[src/logic/gate_cfg_consts.vh]
`ifndef GATE_CFG_CONSTS_VH
`define GATE_CFG_CONSTS_VH
// ==========================================================
// Register indices (byte address is four times the index)
`define IDX_DRIVER_CONTROL   4'h2
`define IDX_HIGH_SIDE        4'h3
`define IDX_LOW_SIDE         4'h4
`define IDX_OVERCURRENT      4'h5
`define IDX_SHUNT_AMP        4'h6
// ==========================================================
// Lock field
`define LOCK_MSB             10
`define LOCK_LSB             8
`define LOCK_CODE            3'h6
`define UNLOCK_CODE          3'h3
// ==========================================================
// Field positions
`define HS_SOURCE_MSB        7
`define HS_SOURCE_LSB        4
`define HS_SINK_MSB          3
`define HS_SINK_LSB          0
`define LS_CBC_BIT           10
`define LS_PEAK_TIME_MSB     9
`define LS_PEAK_TIME_LSB     8
`define OC_RETRY_BIT         10
`define OC_DEAD_MSB          9
`define OC_DEAD_LSB          8
`define OC_MODE_MSB          7
`define OC_MODE_LSB          6
`define OC_FILTER_MSB        5
`define OC_FILTER_LSB        4
`define OC_VDS_MSB           3
`define OC_VDS_LSB           0
`define SA_INPUT_BIT         10
`define SA_VREF_BIT          9
`define SA_LSREF_BIT         8
`define SA_GAIN_MSB          7
`define SA_GAIN_LSB          6
`define SA_DIS_BIT           5
`define SA_CAL_A_BIT         4
`define SA_CAL_B_BIT         3
`define SA_CAL_C_BIT         2
`define SA_SEN_MSB           1
`define SA_SEN_LSB           0
`define DC_CLEAR_BIT         0
`define DC_LOCKFREE_MASK     11'h007
// ==========================================================
// Reset values
`define RST_DRIVER_CONTROL   11'h000
`define RST_HIGH_SIDE        11'h3FF
`define RST_LOW_SIDE         11'h7FF
`define RST_OVERCURRENT      11'h169
`define RST_SHUNT_AMP        11'h283
// ==========================================================
// Overcurrent response codes
`define OCR_LATCH            2'h0
`define OCR_RETRY            2'h1
`define OCR_REPORT           2'h2
`define OCR_IGNORE           2'h3
`endif

[src/logic/gate_driver_config_registers.v]
// Added by the designer: the Wishbone register port.
`timescale 1ns/1ps
`include "gate_cfg_consts.vh"

module gate_driver_config_registers (
    // Clock and reset
    input  wire        clk_i,
    input  wire        rst_i,
    // Wishbone slave
    input  wire        wb_cyc_i,
    input  wire        wb_stb_i,
    input  wire        wb_we_i,
    input  wire [5:0]  wb_adr_i,
    input  wire [3:0]  wb_sel_i,
    input  wire [31:0] wb_dat_i,
    output reg  [31:0] wb_dat_o,
    output reg         wb_ack_o,
    output reg         wb_err_o,
    // Driver control
    output wire [9:0]  driver_control_o,
    output reg         fault_clear_strobe_o,
    output wire        locked_o,
    // High-side drive
    output wire [3:0]  high_source_current_o,
    output wire [3:0]  high_sink_current_o,
    // Low-side drive
    output wire        cycle_by_cycle_o,
    output wire [1:0]  peak_drive_time_o,
    output wire [3:0]  low_source_current_o,
    output wire [3:0]  low_sink_current_o,
    // Overcurrent control
    output wire        retry_short_o,
    output wire [1:0]  dead_time_o,
    output wire [1:0]  overcurrent_response_o,
    output wire [1:0]  overcurrent_filter_time_o,
    output wire [3:0]  drain_source_threshold_o,
    output wire        cbc_clear_active_o,
    output wire        overcurrent_report_o,
    output wire        overcurrent_act_o,
    // Shunt amplifier
    output wire        amp_input_select_o,
    output wire        amp_half_reference_o,
    output wire        low_side_measure_ref_o,
    output wire [1:0]  amp_gain_select_o,
    output wire        sense_fault_disable_o,
    output wire        shunt_overcurrent_enable_o,
    output wire        phase_a_offset_cal_o,
    output wire        phase_b_offset_cal_o,
    output wire        phase_c_offset_cal_o,
    output wire [1:0]  sense_trip_threshold_o
);

    // ==========================================================
    // Storage
    reg  [10:0] driver_control;
    reg  [10:0] high_side_drive_setting;
    reg  [10:0] low_side_drive_setting;
    reg  [10:0] overcurrent_control;
    reg  [10:0] shunt_amplifier_control;

    wire [3:0]  reg_index;
    wire        request;
    wire        mapped;
    wire        write_low;
    wire        write_high;
    wire [10:0] wr_mask;
    wire [10:0] wr_data;
    wire        locked;
    wire [2:0]  lock_field;
    wire [2:0]  next_lock;
    wire [10:0] next_high;
    reg  [10:0] read_value;

    assign reg_index  = wb_adr_i[5:2];
    assign request    = wb_cyc_i && wb_stb_i && !wb_ack_o && !wb_err_o;
    assign mapped     = (reg_index >= `IDX_DRIVER_CONTROL) && (reg_index <= `IDX_SHUNT_AMP);
    // Byte lanes 0 and 1 carry the 11-bit registers
    assign write_low  = request && mapped && wb_we_i && wb_sel_i[0];
    assign write_high = request && mapped && wb_we_i && wb_sel_i[1];
    assign wr_mask    = {{3{wb_sel_i[1]}}, {8{wb_sel_i[0]}}};
    assign wr_data    = wb_dat_i[10:0];

    assign lock_field = high_side_drive_setting[`LOCK_MSB:`LOCK_LSB];
    assign locked     = (lock_field == `LOCK_CODE);

    // Lock field only moves on its two codes, so it always holds one of them
    assign next_lock = (!locked && wr_data[`LOCK_MSB:`LOCK_LSB] == `LOCK_CODE) ? `LOCK_CODE :
                       (locked && wr_data[`LOCK_MSB:`LOCK_LSB] == `UNLOCK_CODE) ? `UNLOCK_CODE :
                       lock_field;
    assign next_high = {next_lock,
                        locked ? high_side_drive_setting[7:0] : wr_data[7:0]};

    // ==========================================================
    // Register writes
    always @(posedge clk_i) begin
        if (rst_i) begin
            driver_control          <= `RST_DRIVER_CONTROL;
            high_side_drive_setting <= {`UNLOCK_CODE, 8'hFF};
            low_side_drive_setting  <= `RST_LOW_SIDE;
            overcurrent_control     <= `RST_OVERCURRENT;
            shunt_amplifier_control <= `RST_SHUNT_AMP;
            fault_clear_strobe_o    <= 1'b0;
        end else begin
            fault_clear_strobe_o <= 1'b0;
            if (write_low || write_high) begin
                if (reg_index == `IDX_DRIVER_CONTROL) begin
                    // Bits 0-2 stay writable while locked; clear bit never stores
                    if (locked) begin
                        driver_control <= (driver_control & ~(wr_mask & `DC_LOCKFREE_MASK))
                                        | (wr_data & wr_mask & `DC_LOCKFREE_MASK & 11'h7FE);
                    end else begin
                        driver_control <= ((driver_control & ~wr_mask) | (wr_data & wr_mask)) & 11'h7FE;
                    end
                    fault_clear_strobe_o <= write_low && wr_data[`DC_CLEAR_BIT];
                end else if (reg_index == `IDX_HIGH_SIDE) begin
                    high_side_drive_setting <= (high_side_drive_setting & ~wr_mask) | (next_high & wr_mask);
                end else if (locked) begin
                    // Writes to other registers are dropped but still acknowledged
                end else if (reg_index == `IDX_LOW_SIDE) begin
                    low_side_drive_setting <= (low_side_drive_setting & ~wr_mask) | (wr_data & wr_mask);
                end else if (reg_index == `IDX_OVERCURRENT) begin
                    overcurrent_control <= (overcurrent_control & ~wr_mask) | (wr_data & wr_mask);
                end else begin
                    shunt_amplifier_control <= (shunt_amplifier_control & ~wr_mask) | (wr_data & wr_mask);
                end
            end
        end
    end

    // ==========================================================
    // Read decode
    always @* begin
        if (reg_index == `IDX_DRIVER_CONTROL) begin
            read_value = driver_control;
        end else if (reg_index == `IDX_HIGH_SIDE) begin
            read_value = high_side_drive_setting;
        end else if (reg_index == `IDX_LOW_SIDE) begin
            read_value = low_side_drive_setting;
        end else if (reg_index == `IDX_OVERCURRENT) begin
            read_value = overcurrent_control;
        end else if (reg_index == `IDX_SHUNT_AMP) begin
            // Input select reads back the forced reference bit
            read_value = shunt_amplifier_control | {2'b00, shunt_amplifier_control[`SA_INPUT_BIT], 8'h00};
        end else begin
            read_value = 11'h000;
        end
    end

    // One-cycle answer; unmapped addresses get err instead of ack
    always @(posedge clk_i) begin
        if (rst_i) begin
            wb_ack_o <= 1'b0;
            wb_err_o <= 1'b0;
            wb_dat_o <= 32'h0000_0000;
        end else begin
            wb_ack_o <= request && mapped;
            wb_err_o <= request && !mapped;
            if (request && mapped && !wb_we_i) begin
                wb_dat_o <= {21'h00_0000, read_value};
            end else begin
                wb_dat_o <= 32'h0000_0000;
            end
        end
    end

    // ==========================================================
    // Decoded controls
    assign driver_control_o          = driver_control[10:1];
    assign locked_o                  = locked;
    assign high_source_current_o     = high_side_drive_setting[`HS_SOURCE_MSB:`HS_SOURCE_LSB];
    assign high_sink_current_o       = high_side_drive_setting[`HS_SINK_MSB:`HS_SINK_LSB];
    assign cycle_by_cycle_o          = low_side_drive_setting[`LS_CBC_BIT];
    assign peak_drive_time_o         = low_side_drive_setting[`LS_PEAK_TIME_MSB:`LS_PEAK_TIME_LSB];
    assign low_source_current_o      = low_side_drive_setting[`HS_SOURCE_MSB:`HS_SOURCE_LSB];
    assign low_sink_current_o        = low_side_drive_setting[`HS_SINK_MSB:`HS_SINK_LSB];
    assign retry_short_o             = overcurrent_control[`OC_RETRY_BIT];
    assign dead_time_o               = overcurrent_control[`OC_DEAD_MSB:`OC_DEAD_LSB];
    assign overcurrent_response_o    = overcurrent_control[`OC_MODE_MSB:`OC_MODE_LSB];
    assign overcurrent_filter_time_o = overcurrent_control[`OC_FILTER_MSB:`OC_FILTER_LSB];
    assign drain_source_threshold_o  = overcurrent_control[`OC_VDS_MSB:`OC_VDS_LSB];
    // Cycle-by-cycle clearing is meaningless outside auto-retry
    assign cbc_clear_active_o   = cycle_by_cycle_o && (overcurrent_response_o == `OCR_RETRY);
    assign overcurrent_report_o = (overcurrent_response_o != `OCR_IGNORE);
    assign overcurrent_act_o    = (overcurrent_response_o == `OCR_LATCH)
                               || (overcurrent_response_o == `OCR_RETRY);
    assign amp_input_select_o     = shunt_amplifier_control[`SA_INPUT_BIT];
    assign amp_half_reference_o   = shunt_amplifier_control[`SA_VREF_BIT];
    assign low_side_measure_ref_o = shunt_amplifier_control[`SA_LSREF_BIT]
                                 || shunt_amplifier_control[`SA_INPUT_BIT];
    assign amp_gain_select_o      = shunt_amplifier_control[`SA_GAIN_MSB:`SA_GAIN_LSB];
    assign sense_fault_disable_o  = shunt_amplifier_control[`SA_DIS_BIT];
    assign shunt_overcurrent_enable_o = !shunt_amplifier_control[`SA_DIS_BIT];
    assign phase_a_offset_cal_o   = shunt_amplifier_control[`SA_CAL_A_BIT];
    assign phase_b_offset_cal_o   = shunt_amplifier_control[`SA_CAL_B_BIT];
    assign phase_c_offset_cal_o   = shunt_amplifier_control[`SA_CAL_C_BIT];
    assign sense_trip_threshold_o = shunt_amplifier_control[`SA_SEN_MSB:`SA_SEN_LSB];

endmodule

[config.mk]
export PLATFORM = sky130hd
export DESIGN_NAME = gate_driver_config_registers
export DESIGN_NICKNAME = d
export VERILOG_FILES = /design/src/logic/gate_driver_config_registers.v
export VERILOG_INCLUDE_DIRS = /design/src /design/src/logic
export SDC_FILE = /design/constraint.sdc
export NUM_CORES = 1
export LEC_CHECK = 0
export BUFFER_PORTS_ARGS = -buffer_cell sky130_fd_sc_hd__buf_2
export CAP_MARGIN = 20
export CORE_MARGIN = 5
export CORE_UTILIZATION = 48
export DETAILED_ROUTE_END_ITERATION = 10
export PLACE_DENSITY_LB_ADDON = 0.08
export SLEW_MARGIN = 40
export SYNTH_ARGS = -nofsm -noshare
export SYNTH_HDL_FRONTEND = slang
export SYNTH_SLANG_ARGS = --single-unit
[constraint.sdc]
create_clock -name clk_i -period 2.2 [get_ports clk_i]
set_clock_uncertainty 0.1 [all_clocks]
set_input_delay 0.55 -clock clk_i [delete_from_list [all_inputs] [get_ports clk_i]]
set_output_delay 0.55 -clock clk_i [all_outputs]
set_load 0.05 [all_outputs]
==> results.toml <==
[yosys]
synth.most_common_cell = "dfxtp_1"
avgSynthCellArea_um2 = 9.51
ys_seq_area_share_pct = 39.9
synthTopCellsByArea = "dfxtp_1 40%, mux2i_1 16%, buf_4 9.8%"
ys_warn_count = 0
synth_area_um2 = 3460
synth_top_cell_by_area = "dfxtp_1"
yosysTopAreaCellShare_pct = 39.9
synthCells = 364
synth_edf_count = 0
synth_seq_cells = 69
synth_cell_types = 45
synth_commonest_cells = "69 x dfxtp_1, 60 x nor2_1, 56 x mux2i_1"
synthArstFlopShare_pct = 0
synthFlopType = "dfxtp_1"

[sta]
setup-tns-final_ns = 0
max_freq_mhz = 516
fin_crit_sh_pct = 88.0
fin_hold_ws_ns = 0.353
finalMaxSlewViolations = 0
rsz0062_at_grt = "no"
hold_violations = 0
finalSetupViolations = 0
fin_crit_ns = 1.94

[setup_path]
worstPathArrival_ns = 1.29
setup.worst_path.class = "reg2out"
timing.reg2reg.setup_slack_ns = 0.44
cp-end-kind = "output port"
critPathRequiredTime_ns = 1.55
startpoint_type = "flip-flop"
rr_startpoint = "wb_err_o$_SDFF_PP0_"
critPathMaxFanout = 8
reg2regPathDepth = 4

[clock_tree]
cts_buffers = 9
cts_buffer_depth = 2
htree_levels = 3
cts.sinks = 69
cts_tree = "yes"
cts_setup_buffers = 0
path_clk_slew_ns = 0.06
postCtsHoldBufs = 0
clk_latency_ns = 0.33
cts_resized = 0
clockRootBuffer = "clkbuf_8"

[placement]
io_buffers = 91
place_hpwl_um = 6150
dp_cells = 530
place_congestion = 0.806

[floorplan]
core_um2 = 7140
die_area_um2 = 9010
dieHeight_um = 94.9
rows = 31
io_pins = 138
die_w_um = 94.9
initial_core_util_pct = 48.5

[global_route]
grt_use_total_pct = 19.6
grt_pass1_vias = 2608
grt_pass1_wl_um = 13300
antenna_found_initial = 0
grt_max_degree = 35
gr-total-overflow = 0

[worst_hold_path]
min_path_cells = 2
min_to = "driver_control[0]$_SDFFE_PP0P_"
min_path_type = "reg2reg"
hold_path.startpoint = "driver_control[0]$_SDFFE_PP0P_"

[routing]
drc = 0
totalWireLength_um = 8550
antenna_left = 0
vias = 2761
viasPerCell = 5.07
drtIter0Drc = 100
avgRoutedWirePerCell_um = 15.7
firstDrtPassIters = 4

[power]
peakVddDrop_mv = 0.306
seq_power_share_pct = 50.1
power_leakage_uw = 0.00187
pwr-share-comb_pct = 11.6
p_clk_share_pct = 38.3
p_int_uw = 1850
powerDensity_nw_per_um2 = 620
p_sw_uw = 652
swShare_pct = 26.0

[cells_and_area]
diodes = 0
area_delta_synth_final_pct = 16.8
drive_gt1_share_pct = 32.7
layout.cells.non_filler = 545
final_nets = 489

[run_status]
outcome = "finished, final reports clean"

[job]
drv_cap = 0
-- cells in the final DEF (no fill, tap or decap), drive strengths merged, types with 3 or more instances in the layout --
master / netlist / routed
mux2i: 56 / 56
o2bb2ai: 10 / 10
a22oi: 9 / 9
nor3b: 3 / 3
nand4: 9 / 9
clkbuf: 15 / 13
dfxtp: 69 / 69
nor2: 61 / 61
nand2: 13 / 13
a21oi: 6 / 6
inv: 7 / 7
conb: 1 / 21
mux2: 11 / 11
nand3: 6 / 6
nand2b: 9 / 9
buf: 49 / 111
nor3: 4 / 4
-- metrics by stage --
stage / utilization [%] / power, µW / area [µm²] / setup slack, ns
3_3_place_gp: 54.2 / 1570 / 3870 / 0.138
5_1_grt: 56.7 / 2600 / 4050 / 0.192
6_report: 56.7 / 2510 / 4050 / 0.264
2_1_floorplan: - / 1520 / 3540 / 0.0509
3_5_place_dp: 54.2 / 1570 / 3870 / 0.132
4_1_cts: 56.7 / 2530 / 4050 / 0.237
-- worst max-delay path by stage --
stage	endpoint	slack [ns]	startpoint	cells past startpoint
floorplan	cbc_clear_active_o	0.05	flip-flop	2
global placement	flip-flop	0.14	wb_cyc_i	5
detailed placement	flip-flop	0.13	wb_cyc_i	5
CTS	locked_o	0.24	flip-flop	3
global route	locked_o	0.19	flip-flop	3
finish	locked_o	0.26	flip-flop	3
-- power by group through the flow --
stage / logic, µW / registers, µW / clock network [µW]
2_1_floorplan: 232 / 1290 / 0
3_3_place_gp: 288 / 1280 / 0
3_5_place_dp: 290 / 1280 / 0
4_1_cts: 291 / 1250 / 990
5_1_grt: 311 / 1250 / 1040
6_report: 291 / 1250 / 960
-- layer usage --
layer	wire [µm]	vias to the layer above	share of wire (%)	track usage (%)
met2	3900	86	46	30.4
met1	3970	1311	46	26.6
li1	-	1353	-	-
met4	149	0	1.7	8.05
met5	0	-	0	0
met3	527	11	6.2	3.82
-- logic make-up after synthesis --
| kind of cell | share of synthesized area, % |
|---|---|
| DFF | 39.9 |
| other | 0.108 |
| and+or+nand+nor | 20.2 |
| AOI/OAI and AO/OA | 7.05 |
| muxes | 19.8 |
| buffers and inverters | 13.0 |
-- cell type report --
| type | count | area (µm²) |
|---|---|---|
| multi-input combinational | 244 | 1710 |
| sequential | 69 | 1380 |
| timing repair buffer | 111 | 631 |
| fill | 685 | 3090 |
| clock inverter | 2 | 35.0 |
| inverter | 7 | 28.8 |
| tap | 99 | 124 |
| clock buffer | 13 | 139 |
-- worst max-delay path, cell delays in order (launching register included) --
cell      delay, ns
dfxtp_1        0.40
nand3b_4       0.16
inv_4          0.12
buf_2          0.27
No activity file was read; power rests on OpenSTA's default activity.
